### config.mk
export PLATFORM = sky130hd
export DESIGN_NAME = fpc_top
export DESIGN_NICKNAME = d
export VERILOG_FILES = /design/src/rtl/fpc_pkg.sv /design/src/rtl/fpc_top.sv /design/src/rtl/fpc_param_check.sv
export SDC_FILE = /design/constraint.sdc
export NUM_CORES = 2
export LEC_CHECK = 0
export BUFFER_PORTS_ARGS = -buffer_cell sky130_fd_sc_hd__buf_4
export CORE_ASPECT_RATIO = 1.5
export CORE_MARGIN = 2
export CORE_UTILIZATION = 50
export DETAILED_ROUTE_END_ITERATION = 12
export GPL_ROUTABILITY_DRIVEN = 0
export GPL_TIMING_DRIVEN = 0
export PLACE_DENSITY = 0.66
export REMOVE_ABC_BUFFERS = 1
export SLEW_MARGIN = 0
export SYNTH_ARGS = -nofsm -noshare
export SYNTH_HDL_FRONTEND = slang
export SYNTH_SLANG_ARGS = --single-unit
### constraint.sdc
create_clock -name sys_clk -period 19.5 [get_ports sys_clk]
set_clock_uncertainty 0.2 [all_clocks]
set_input_delay 0.975 -clock sys_clk [delete_from_list [all_inputs] [get_ports sys_clk]]
set_output_delay 0.975 -clock sys_clk [all_outputs]
set_load 0.03 [all_outputs]
### src/rtl/fpc_pkg.sv
// constants, types and parameter table of the fieldbus parameter and control block
//
// Contract
// - parameters accepted only in startup after bus start
// - bus start values overwrite local settings
// - fractions travel as step-scaled integers
// - after first rejection, discard rest of sequence
// - error reported as parameter index plus code
// - acceleration 0 to 100 tenths, default 20
// - averaging time 0 to 65535, default 20
// - hold 10..65535 def 250; reaction 9..65564 def 10
// - offset, thresholds 0..9999999; switches default off
// - vmax 1..10000; vmin 0..1000000 default 0
// - pulse outputs: sign, scale, enable, sync defaults
// - mode 6 status byte: error, signal, signs
// - standby from bit 2, or bit 0 if selected
// - bit 1 level sets measuring direction
// - bit 3 level is trigger one
// - bit 2 is standby or trigger two
// - rising bit 4 clears error list
// - bits 6:5 select set, bit 7 restores
// - velocity unsigned, sign in status byte
package fpc_pkg;
    localparam int VALUE_W = 32;
    localparam int INDEX_W = 6;
    localparam int CODE_W = 16;
    localparam int PARAM_COUNT = 36;
    localparam int ENTRY_COUNT = 2 * PARAM_COUNT;
    localparam int ENTRY_W = 7;

    // parameter numbers
    localparam logic [5:0] IDX_ACCEL = 6'h01;
    localparam logic [5:0] IDX_AVERAGE = 6'h02;
    localparam logic [5:0] IDX_DIRECTION = 6'h04;
    localparam logic [5:0] IDX_HOLD = 6'h05;
    localparam logic [5:0] IDX_OFFSET = 6'h06;
    localparam logic [5:0] IDX_MINRATE = 6'h07;
    localparam logic [5:0] IDX_SELTRIGGER = 6'h09;
    localparam logic [5:0] IDX_TRACKING = 6'h0a;
    localparam logic [5:0] IDX_TRIGGER = 6'h0b;
    localparam logic [5:0] IDX_VMAX = 6'h0c;
    localparam logic [5:0] IDX_VMIN = 6'h0d;
    localparam logic [5:0] IDX_WINDOW = 6'h0e;
    localparam logic [5:0] IDX_PULSE_A = 6'h0f;
    localparam logic [5:0] IDX_PULSE_B = 6'h12;
    localparam logic [5:0] IDX_PULSE_C = 6'h15;
    localparam logic [5:0] IDX_LAYOUT = 6'h18;
    localparam logic [5:0] IDX_PERIOD = 6'h19;
    localparam logic [5:0] IDX_THRESH_1 = 6'h1b;
    localparam logic [5:0] IDX_THRESH_8 = 6'h22;
    localparam logic [5:0] IDX_LAST = 6'h24;

    // store entries read by the block's own logic and its assertions
    localparam logic [6:0] ENT_SELTRIGGER = 7'h10;
    localparam logic [6:0] ENT_LAYOUT = 7'h2e;
    localparam logic [6:0] ENT_AVERAGE = 7'h02;

    // limits and defaults, scaled by step size
    localparam logic [31:0] ACCEL_HI = 32'h0000_0064;
    localparam logic [31:0] ACCEL_DEF = 32'h0000_0014;
    localparam logic [31:0] U16_HI = 32'h0000_ffff;
    localparam logic [31:0] AVERAGE_DEF = 32'h0000_0014;
    localparam logic [31:0] HOLD_LO = 32'h0000_000a;
    localparam logic [31:0] HOLD_DEF = 32'h0000_00fa;
    localparam logic [31:0] REACT_LO = 32'h0000_0009;
    localparam logic [31:0] REACT_HI = 32'h0001_001c;
    localparam logic [31:0] REACT_DEF = 32'h0000_000a;
    localparam logic [31:0] LENGTH_HI = 32'h0098_967f;
    localparam logic [31:0] SEL4_HI = 32'h0000_0004;
    localparam logic [31:0] SEL5_HI = 32'h0000_0005;
    localparam logic [31:0] SEL_DEF2 = 32'h0000_0002;
    localparam logic [31:0] MINRATE_HI = 32'h0000_0063;
    localparam logic [31:0] VMAX_HI = 32'h0000_2710;
    localparam logic [31:0] VMAX_DEF = 32'h0000_0190;
    localparam logic [31:0] VMIN_HI = 32'h000f_4240;
    localparam logic [31:0] WINDOW_HI = 32'h0000_0020;
    localparam logic [31:0] WINDOW_DEF = 32'h0000_0008;
    localparam logic [31:0] SCALE_HI = 32'h0000_61a8;
    localparam logic [31:0] SCALE_DEF = 32'h0000_000a;
    localparam logic [31:0] LAYOUT_HI = 32'h0000_0006;
    localparam logic [31:0] PERIOD_DEF = 32'h0000_001e;
    localparam logic [31:0] ONE = 32'h0000_0001;
    localparam logic [31:0] ZERO = 32'h0000_0000;
    localparam logic [31:0] LAYOUT_STATUS = 32'h0000_0006;

    // response codes, four decimal digits
    localparam logic [15:0] ERR_UNKNOWN = 16'h0001;
    localparam logic [15:0] ERR_RANGE = 16'h0004;

    // control byte bits
    localparam int CMD_STANDBY_ALT = 0;
    localparam int CMD_DIRECTION = 1;
    localparam int CMD_STANDBY = 2;
    localparam int CMD_TRIGGER_ONE = 3;
    localparam int CMD_CLEAR = 4;
    localparam int CMD_SET_LO = 5;
    localparam int CMD_SET_HI = 6;
    localparam int CMD_RESTORE = 7;

    // status byte bits
    localparam int STAT_ERROR = 0;
    localparam int STAT_SIGNAL = 1;
    localparam int STAT_SPEED_NEG = 2;
    localparam int STAT_LENGTH_NEG = 3;

    typedef enum logic [1:0] {
        FPC_RUN = 2'b00,
        FPC_STARTUP = 2'b01,
        FPC_REJECT = 2'b10
    } fpc_phase_type;

    function automatic logic [31:0] fpc_param_default(input logic [5:0] index, input logic slot);
        logic [31:0] v;
        v = ZERO;
        if (index == IDX_ACCEL) v = ACCEL_DEF;
        else if (index == IDX_AVERAGE) v = AVERAGE_DEF;
        else if (index == IDX_DIRECTION || index == IDX_TRACKING) v = SEL_DEF2;
        else if (index == IDX_HOLD) v = slot ? REACT_DEF : HOLD_DEF;
        else if (index == IDX_VMAX) v = VMAX_DEF;
        else if (index == IDX_WINDOW) v = WINDOW_DEF;
        else if ((index == IDX_PULSE_A || index == IDX_PULSE_B || index == IDX_PULSE_C) && slot) v = SCALE_DEF;
        else if (index == IDX_LAYOUT) v = LAYOUT_STATUS;
        else if (index == IDX_PERIOD) v = PERIOD_DEF;
        return v;
    endfunction : fpc_param_default
endpackage : fpc_pkg

### src/rtl/fpc_top.sv
// fieldbus startup parametrization, control byte decode and status byte build
`timescale 1ns/1ps
`default_nettype none
module fpc_top (
    // clock and reset
    input wire logic sys_clk,
    input wire logic reset,
    // bus session
    input wire logic bus_start,
    input wire logic startup_done,
    output logic in_startup,
    // startup parameter writes from the master
    input wire logic param_valid,
    input wire logic [fpc_pkg::INDEX_W-1:0] param_index,
    input wire logic param_slot,
    input wire logic [fpc_pkg::VALUE_W-1:0] param_value,
    // parameter response channel
    output logic resp_valid,
    output logic [fpc_pkg::INDEX_W-1:0] resp_index,
    output logic [fpc_pkg::CODE_W-1:0] resp_code,
    output logic param_rejected,
    // local programming interface
    input wire logic local_wr,
    input wire logic [fpc_pkg::INDEX_W-1:0] local_index,
    input wire logic local_slot,
    input wire logic [fpc_pkg::VALUE_W-1:0] local_value,
    // parameter readback
    input wire logic [fpc_pkg::INDEX_W-1:0] cfg_index,
    input wire logic cfg_slot,
    output logic [fpc_pkg::VALUE_W-1:0] cfg_value,
    // cyclic control byte and its decoded controls
    input wire logic [7:0] host_command_byte,
    output logic standby,
    output logic measure_direction,
    output logic trigger_one,
    output logic trigger_two,
    output logic error_clear,
    output logic restore_start,
    output logic [1:0] restore_set,
    // measurement state
    input wire logic error_detected,
    input wire logic signal_acquired,
    input wire logic [fpc_pkg::VALUE_W-1:0] speed_value,
    input wire logic [fpc_pkg::VALUE_W-1:0] length_value,
    // cyclic status
    output logic [7:0] sensor_status_byte,
    output logic status_byte_valid,
    output logic [fpc_pkg::VALUE_W-1:0] velocity_magnitude,
    output logic [fpc_pkg::VALUE_W-1:0] length_magnitude
);
    import fpc_pkg::*;

    fpc_phase_type phase_q;
    fpc_phase_type phase_d;
    logic [31:0] store_q [ENTRY_COUNT];
    logic resp_valid_q;
    logic [5:0] resp_index_q;
    logic [15:0] resp_code_q;
    logic rejected_q;
    logic [31:0] cfg_value_q;
    logic [7:0] cmd_prev_q;
    logic standby_q;
    logic direction_q;
    logic trigger_one_q;
    logic trigger_two_q;
    logic error_clear_q;
    logic restore_start_q;
    logic [1:0] restore_set_q;
    logic [7:0] status_q;
    logic status_valid_q;
    logic [31:0] velocity_q;
    logic [31:0] length_q;
    logic chk_ok;
    logic [15:0] chk_code;

    // one checker serves the master during startup and the local port otherwise
    wire sel_startup = (phase_q != FPC_RUN);
    wire chk_valid = sel_startup ? (phase_q == FPC_STARTUP && param_valid) : local_wr;
    wire [5:0] chk_index = sel_startup ? param_index : local_index;
    wire chk_slot = sel_startup ? param_slot : local_slot;
    wire [31:0] chk_value = sel_startup ? param_value : local_value;

    fpc_param_check u_check (
        .index(chk_index),
        .slot(chk_slot),
        .value(chk_value),
        .ok(chk_ok),
        .code(chk_code)
    );

    wire store_wr = chk_valid && chk_ok && !bus_start;
    wire reject = chk_valid && !chk_ok && (phase_q == FPC_STARTUP) && !bus_start;
    wire [6:0] store_sel = {chk_index - 6'h01, chk_slot};
    wire [6:0] cfg_sel = {cfg_index - 6'h01, cfg_slot};
    wire seltrigger = store_q[ENT_SELTRIGGER][0];
    wire layout_status = (store_q[ENT_LAYOUT] == LAYOUT_STATUS);

    // control byte decode
    wire clear_edge = host_command_byte[CMD_CLEAR] && !cmd_prev_q[CMD_CLEAR];
    wire restore_edge = host_command_byte[CMD_RESTORE] && !cmd_prev_q[CMD_RESTORE];
    wire standby_src = seltrigger ? host_command_byte[CMD_STANDBY_ALT] : host_command_byte[CMD_STANDBY];
    wire trigger_two_src = seltrigger && host_command_byte[CMD_STANDBY];
    wire speed_neg = speed_value[31];
    wire length_neg = length_value[31];
    wire [31:0] speed_abs = speed_neg ? 32'h0000_0000 - speed_value : speed_value;
    wire [31:0] length_abs = length_neg ? 32'h0000_0000 - length_value : length_value;
    wire [7:0] status_src = {4'h0, length_neg, speed_neg, signal_acquired, error_detected};

    // startup phase sequencing
    always_comb begin
        phase_d = phase_q;
        if (bus_start) begin
            phase_d = FPC_STARTUP;
        end else begin
            unique case (phase_q)
                FPC_RUN: phase_d = FPC_RUN;
                FPC_STARTUP: begin
                    if (startup_done) phase_d = FPC_RUN;
                    else if (reject) phase_d = FPC_REJECT;
                end
                FPC_REJECT: begin
                    if (startup_done) phase_d = FPC_RUN;
                end
                default: phase_d = FPC_RUN;
            endcase
        end
    end

    always_ff @(posedge sys_clk) begin
        if (reset) phase_q <= FPC_RUN;
        else phase_q <= phase_d;
    end

    // parameter store, reloaded with defaults at every bus start
    for (genvar e = 0; e < ENTRY_COUNT; e++) begin : g_entry
        always_ff @(posedge sys_clk) begin
            if (reset || bus_start) store_q[e] <= fpc_param_default(6'(e / 2 + 1), 1'(e % 2));
            else if (store_wr && store_sel == 7'(e)) store_q[e] <= chk_value;
        end
    end

    // error response, index and code together in one cycle
    always_ff @(posedge sys_clk) begin
        if (reset) begin
            resp_valid_q <= 1'b0;
            resp_index_q <= 6'h00;
            resp_code_q <= 16'h0000;
        end else begin
            resp_valid_q <= reject;
            if (reject) begin
                resp_index_q <= chk_index;
                resp_code_q <= chk_code;
            end
        end
    end

    always_ff @(posedge sys_clk) begin
        if (reset || bus_start) rejected_q <= 1'b0;
        else if (reject) rejected_q <= 1'b1;
    end

    always_ff @(posedge sys_clk) begin
        if (reset) cfg_value_q <= 32'h0000_0000;
        else cfg_value_q <= (cfg_index == 6'h00 || cfg_index > IDX_LAST) ? 32'h0000_0000 : store_q[cfg_sel];
    end

    // control outputs
    always_ff @(posedge sys_clk) begin
        if (reset) begin
            cmd_prev_q <= 8'h00;
            standby_q <= 1'b0;
            direction_q <= 1'b0;
            trigger_one_q <= 1'b0;
            trigger_two_q <= 1'b0;
        end else begin
            cmd_prev_q <= host_command_byte;
            standby_q <= standby_src;
            direction_q <= host_command_byte[CMD_DIRECTION];
            trigger_one_q <= host_command_byte[CMD_TRIGGER_ONE];
            trigger_two_q <= trigger_two_src;
        end
    end

    always_ff @(posedge sys_clk) begin
        if (reset) begin
            error_clear_q <= 1'b0;
            restore_start_q <= 1'b0;
            restore_set_q <= 2'h0;
        end else begin
            error_clear_q <= clear_edge;
            restore_start_q <= restore_edge;
            if (restore_edge) restore_set_q <= host_command_byte[CMD_SET_HI:CMD_SET_LO];
        end
    end

    // status byte and unsigned magnitudes
    always_ff @(posedge sys_clk) begin
        if (reset) begin
            status_q <= 8'h00;
            status_valid_q <= 1'b0;
            velocity_q <= 32'h0000_0000;
            length_q <= 32'h0000_0000;
        end else begin
            status_q <= status_src;
            status_valid_q <= layout_status;
            velocity_q <= speed_abs;
            length_q <= length_abs;
        end
    end

    assign in_startup = sel_startup;
    assign resp_valid = resp_valid_q;
    assign resp_index = resp_index_q;
    assign resp_code = resp_code_q;
    assign param_rejected = rejected_q;
    assign cfg_value = cfg_value_q;
    assign standby = standby_q;
    assign measure_direction = direction_q;
    assign trigger_one = trigger_one_q;
    assign trigger_two = trigger_two_q;
    assign error_clear = error_clear_q;
    assign restore_start = restore_start_q;
    assign restore_set = restore_set_q;
    assign sensor_status_byte = status_q;
    assign status_byte_valid = status_valid_q;
    assign velocity_magnitude = velocity_q;
    assign length_magnitude = length_q;
endmodule : fpc_top
`default_nettype wire

### src/rtl/fpc_param_check.sv
// range check of one parameter value against its number and slot
`timescale 1ns/1ps
`default_nettype none
module fpc_param_check (
    // candidate value
    input wire logic [fpc_pkg::INDEX_W-1:0] index,
    input wire logic slot,
    input wire logic [fpc_pkg::VALUE_W-1:0] value,
    // verdict
    output logic ok,
    output logic [fpc_pkg::CODE_W-1:0] code
);
    import fpc_pkg::*;

    logic [31:0] lo;
    logic [31:0] hi;
    logic known;
    logic two_slot;
    wire pulse_sign = (index == IDX_PULSE_A || index == IDX_PULSE_B || index == IDX_PULSE_C);

    always_comb begin
        lo = ZERO;
        hi = ONE;
        known = 1'b1;
        two_slot = 1'b0;
        if (index == IDX_ACCEL) begin
            hi = ACCEL_HI;
        end else if (index == IDX_AVERAGE || index == IDX_PERIOD) begin
            hi = U16_HI;
            lo = (index == IDX_PERIOD) ? ONE : ZERO;
        end else if (index == IDX_DIRECTION || index == IDX_TRACKING) begin
            hi = SEL4_HI;
        end else if (index == IDX_HOLD) begin
            two_slot = 1'b1;
            lo = slot ? REACT_LO : HOLD_LO;
            hi = slot ? REACT_HI : U16_HI;
        end else if (index == IDX_OFFSET || (index >= IDX_THRESH_1 && index <= IDX_THRESH_8)) begin
            hi = LENGTH_HI;
        end else if (index == IDX_MINRATE) begin
            hi = MINRATE_HI;
        end else if (index == IDX_TRIGGER) begin
            hi = SEL5_HI;
        end else if (index == IDX_VMAX) begin
            lo = ONE;
            hi = VMAX_HI;
        end else if (index == IDX_VMIN) begin
            hi = VMIN_HI;
        end else if (index == IDX_WINDOW) begin
            lo = ONE;
            hi = WINDOW_HI;
        end else if (pulse_sign) begin
            two_slot = 1'b1;
            lo = slot ? ONE : ZERO;
            hi = slot ? SCALE_HI : ONE;
        end else if (index == IDX_LAYOUT) begin
            lo = ONE;
            hi = LAYOUT_HI;
        end else if (index == 6'h00 || index > IDX_LAST) begin
            known = 1'b0;
        end
    end

    // scaled integer compare, no fractions in hardware
    wire slot_ok = known && (two_slot || !slot);
    wire in_range = (value >= lo) && (value <= hi);
    assign ok = slot_ok && in_range;
    assign code = !slot_ok ? ERR_UNKNOWN : (in_range ? 16'h0000 : ERR_RANGE);
endmodule : fpc_param_check
`default_nettype wire

# After elaboration in Yosys (flattened, before gate mapping)
# Memories as Yosys holds them, arrays and structs flattened. A register that Yosys moved wholly into a read port is not among the register bits.
# Index checks and enable logic that the tools add are counted.
totals:
  reg_bits: 115
  mem_count: 1
  output_inout_bits: 138
  word_cells: 666
  ram_bits: 2304
op_classes:
  addsub: 4
  reduce_logical: 109
  muxes: 357
  order_cmp: 6
  n_eq_ne: 94
  bitwise_logic: 74
memory_table:
  columns: ["memory", "words", "width", "rd", "rd_clocked_by_memory_dff", "write_ports", "line", "source"]
  rows:
  - ["store_q", 72, 32, 3, 1, 72, "fpc_top.sv:55", "logic [31:0] store_q [ENTRY_COUNT];"]
ops:
  columns: ["cell", "count"]
  rows:
  - ["two-way mux 32 bit", 95]
  - ["two-way mux 1 bit", 249]
  - ["== test 7 x 6 -> 1 bit (second input constant)", 32]
  - ["== test 7 x 5 -> 1 bit (second input constant)", 16]
  - ["logical AND 1 bit", 85]
  - ["OR 1 bit", 72]
  - ["subtractor 1 x 32 -> 32 bit (first input constant)", 2]
  - ["two-way mux 31 bit", 2]
  - ["== test 7 x 4 -> 1 bit (second input constant)", 8]
  - ["== test 7 bit (second input constant)", 8]
  - ["== test 6 x 4 -> 1 bit (second input constant)", 6]
  - ["== test 32 x 3 -> 1 bit (second input constant)", 1]
  - [">= comparator 32 bit", 1]
  - ["less-or-equal comparator 32 bit", 1]
  - ["== test 7 x 3 -> 1 bit (second input constant)", 4]
  - ["== test 6 x 3 -> 1 bit (second input constant)", 4]
  - ["== test 6 x 5 -> 1 bit (second input constant)", 4]
  - ["two-way mux 17 bit", 1]
  - ["two-way mux 16 bit", 1]
  - ["two-way mux 15 bit", 1]
  - ["== test 7 x 2 -> 1 bit (second input constant)", 2]
  - ["> comparator 6 bit (second input constant)", 2]
  - ["logical NOT 6 bit", 2]
  - ["subtractor 6 x 1 -> 6 bit (second input constant)", 2]
  - ["21 further kinds", 43]

# Depth between registers and ports, before layout
depth:
  ltp_word: 27
  mapped_depth: 23

# Modules after synthesis
# A second synthesis with hierarchy kept.
unflattened:
  cells_unflattened: 7657
  area_unflattened_um2: 106592.2
modules_own_cells:
  columns: ["module", "seq_area_each_um2", "n_inst", "area_per_inst_um2", "cells_each"]
  rows:
  - ["fpc_top", 71929.0, 1, 105193.4, 7451]
  - ["fpc_param_check", 0.0, 1, 1398.8, 206]

# Least setup slack after synthesis
# OpenSTA, ideal clock, no wires.
synth_path:
  kind: "in2reg"
  start: "in local_index[1] (netlist name)"
  end: "mem store_q[40][0], enable pin"
  t_arrival_ns: 7.314
  path_slack_ns: 11.516
  setup_ns: 0.470
  n_path_buf: 4
  required_time_ns: 18.830
  stages: 18
  path_cell_list: "or3b_2 -> and2_1 -> clkbuf_1 -> nor2_1 -> nand2_1 -> a21oi_1 -> o21bai_1 -> nor2_1 -> ha_1 -> a21o_1 -> a21o_1 -> a2111oi_0 -> a31o_2 -> clkbuf_1 -> nand4_1 -> clkbuf_1 -> clkbuf_1 -> o31ai_1"
synth_rtl:
  columns: ["element", "line", "source"]
  rows:
  - ["start, declared", "fpc_top.sv:24", "input wire logic [fpc_pkg::INDEX_W-1:0] local_index,"]
  - ["end, declared", "fpc_top.sv:55", null]

==> flow_summary.json <==
{
  "ctsHoldBuffers": 0,
  "synth_compound_area_share_pct": 1.998,
  "vdd_ir_drop_max_mv": 0.08164,
  "rsz0062_at_grt": "no",
  "fin_ws_ns": 9.393,
  "postSynthAreaPerCell_um2": 17.56,
  "min_period_ns": 10.11,
  "synth_ff_type": "edfxtp_1",
  "ant_nets": 0,
  "via_per_inst": 6.371,
  "cts_made_buffers": 229,
  "synth-simple-area-share_pct": 8.774,
  "die_y_um": 557.9,
  "drt_wl_total_mm": 372.3,
  "synth_mux_area_share_pct": 15.99,
  "antenna_found_initial": 26,
  "clk_latency_ns": 0.91,
  "cts-root-buf": "clkbuf_16",
  "tightestPinTransition_ns": 1.515,
  "preCtsSetupSlack_ns": 9.430,
  "cts_setup_buffers": 0,
  "io_buffers": 284,
  "synth_cell_type_count": 75,
  "slew-limit-headroom_pct": -1.952,
  "async_flop_share_pct": 0,
  "cp-start-kind": "flop",
  "finalNetCount": 7697,
  "cts_buffer_depth": 4,
  "io_pins": 303,
  "fin_cells": 10380,
  "synth_edf_count": 2304,
  "dieArea_mm2": 0.2083,
  "hold_viol": 0,
  "max_freq_mhz": 98.95,
  "synth_seq_area_share_pct": 70.06,
  "initial_core_util_pct": 50.21,
  "drv_cap": 3,
  "firstDrtPassIters": 8,
  "drv_slew": 5,
  "drt_iter0_drc": 11540,
  "drive_gt1_share_pct": 24.87,
  "power_w": 0.01206,
  "cp.required_ns": 19.87,
  "synth_seq_cells": 2427,
  "synth_xor_area_share_pct": 0.5395,
  "r2r_setup_slack_ns": 9.39,
  "grt_use_total_pct": 35.76,
  "rows": 203,
  "grt_pass1_wl_mm": 509.1,
  "violations": "capacitance limit, slew limit",
  "synth-adder-area-share_pct": 0.3425,
  "crit_arrival_ns": 10.47,
  "grt_max_degree": 122,
  "yosysWarnings": 0,
  "power.static_leakage_nw": 45.18,
  "status": "complete, but fails checks",
  "pwr_density_cell_mw_per_mm2": 96.02,
  "grt_pass1_vias": 65800,
  "grt_overflow_total": 0,
  "drc": 0,
  "path_max_fanout": 29,
  "synthesis.area_mm2": 0.1023,
  "coreArea_mm2": 0.2037,
  "cts_resized": 0,
  "cts_tree": "done",
  "syn_inst": 5823,
  "h-tree-depth": 4,
  "critPathKind": "flop to flop",
  "worstHoldPathType": "input port to flop",
  "setup_viol": 0,
  "fp.dieW_um": 373.3,
  "route.vias.total": 66100,
  "wire_per_inst_um": 35.89,
  "path_clk_slew_ns": 0.06,
  "cts_sinks": 2427,
  "setup_tns_ns": 0,
  "dp_hpwl_mm": 246.7,
  "period_share_pct": 51.83,
  "dp.cells": 9937,
  "synth_top_family_by_area": "multiplexers",
  "cp-end-kind": "flop",
  "area_delta_synth_final_pct": 22.79
}
-- synthesized netlist by cell type, types with 28 or more instances --
library cell | count | share of area (%)
xor2_1 | 57 | 0.49
o31ai_1 | 36 | 0.26
nand3_1 | 37 | 0.18
nor2b_1 | 84 | 0.51
edfxtp_1 | 2304 | 68
ha_1 | 28 | 0.34
clkbuf_1 | 394 | 1.4
buf_1 | 60 | 0.22
nand2_1 | 326 | 1.2
nor3_1 | 417 | 2.0
nor3_2 | 140 | 1.4
a21oi_1 | 56 | 0.27
inv_1 | 54 | 0.20
mux2_2 | 42 | 0.46
nor4_1 | 216 | 1.3
a21boi_0 | 59 | 0.43
dfxtp_1 | 123 | 2.4
mux4_2 | 698 | 15
nor2_1 | 310 | 1.1
o21ai_0 | 83 | 0.41
-- where the power goes --
| group | switching (W) | internal [W] | total [W] |
|---|---|---|---|
| combinational | 0.000871 | 0.000572 | 0.00144 |
| clock | 0.00197 | 0.00246 | 0.00443 |
| sequential | 0.000103 | 0.00608 | 0.00619 |
-- kinds of logic (layout without fill, tap and decap cells) --
| family | after synthesis | count (layout) |
|---|---|---|
| xor gates and xnor gates | 63 | 63 |
| and+or+nand+nor | 1669 | 1669 |
| DFF | 2427 | 2427 |
| muxes | 756 | 756 |
| adders and majority gates | 28 | 28 |
| AOI/OAI and AO/OA | 311 | 311 |
| buffers and inverters | 567 | 1068 |
| other | 2 | 1388 |
-- final timing paths --
kind                   startpoint                endpoint  depth (start not counted)
setup reg to reg       phase_q[0]         store_q[68][25]                         24
hold / removal    speed_value[30]  velocity_magnitude[31]                          2
hold reg to reg     cmd_prev_q[4]             error_clear                          1
setup / recovery       phase_q[0]         store_q[68][25]                         24
-- placed cells by master, fill, tap and decap left out, types with 23 or more instances in the layout --
| cell | instances |
|---|---|
| clkbuf_16 | 233 |
| nand2_1 | 322 |
| mux4_2 | 698 |
| nor2b_1 | 84 |
| nor2_1 | 305 |
| conb_1 | 1362 |
| buf_8 | 91 |
| nor3_2 | 143 |
| mux2_2 | 42 |
| nor4b_1 | 23 |
| clkbuf_1 | 45 |
| nor4_1 | 216 |
| a21oi_1 | 56 |
| o21ai_0 | 62 |
| inv_1 | 23 |
| inv_4 | 30 |
| ha_1 | 27 |
| nand3_1 | 34 |
| nor3_1 | 414 |
| clkinv_1 | 58 |
| edfxtp_1 | 2304 |
| xor2_1 | 55 |
| a21boi_0 | 57 |
| buf_16 | 144 |
| buf_4 | 286 |
| dfxtp_1 | 123 |
| buf_12 | 62 |
| clkinv_2 | 41 |
| diode_2 | 26 |
-- sequential cells by signal (all words and copies together) (netlist names) --
name,flops
cmd_prev_q,4
resp_index,6
phase_q,2
restore_start,1
standby,1
param_rejected,1
store_q,2304
restore_set,2
resp_valid,1
trigger_two,1
error_clear,1
velocity_magnitude,32
length_magnitude,32
sensor_status_byte,4
cfg_value,32
resp_code,2
status_byte_valid,1
-- layer usage --
layer / vias to the layer above / track usage [%] / share of wire [%]
li1: 25540 / - / -
met3: 1477 / 10.77 / 14
met5: - / 0.09204 / 0.026
met4: 14 / 25.24 / 8.7
met2: 5973 / 55.12 / 45
met1: 33100 / 43.35 / 32
-- worst max-delay path, cell delays in order, from the launching register on --
cell,delay [ns]
dfxtp_1,1.03
nor2_4,0.29
buf_12,0.29
inv_2,0.71
a31oi_4,0.42
buf_16,0.29
or4_1,0.43
and3_1,0.36
and2_1,0.26
ha_1,0.29
a21o_1,0.18
a211o_1,0.28
o32ai_1,1.14
mux2_2,0.35
a31o_2,0.24
nand4_1,0.60
buf_8,0.41
buf_16,0.18
buf_8,0.17
buf_16,0.17
buf_8,0.16
o31ai_4,0.61
buf_8,0.30
buf_16,0.18
buf_16,0.16
-- stage by stage --
stage               utilization (%)  hold WS (ns)  cell area [um2]
CTS                           61.61       0.01677           125500
detailed placement            58.08        0.1849           118300
global placement              54.36        0.1757           110700
finish                        61.65       0.04567           125600
global route                  61.63       0.05071           125500
floorplan                         -        0.1674           105300
-- area by class of cell --
class,count,area [um2]
Clock buffer,279,6013
Tap cell,2665,3334
Sequential cell,2427,71650
Timing Repair Buffer,596,8859
Clock inverter,132,1179
Inverter,61,311.5
Fill cell,14570,78120
Multi-Input combinational cell,4189,34170
Antenna cell,26,65.06
(Power assumes the default switching activity.)
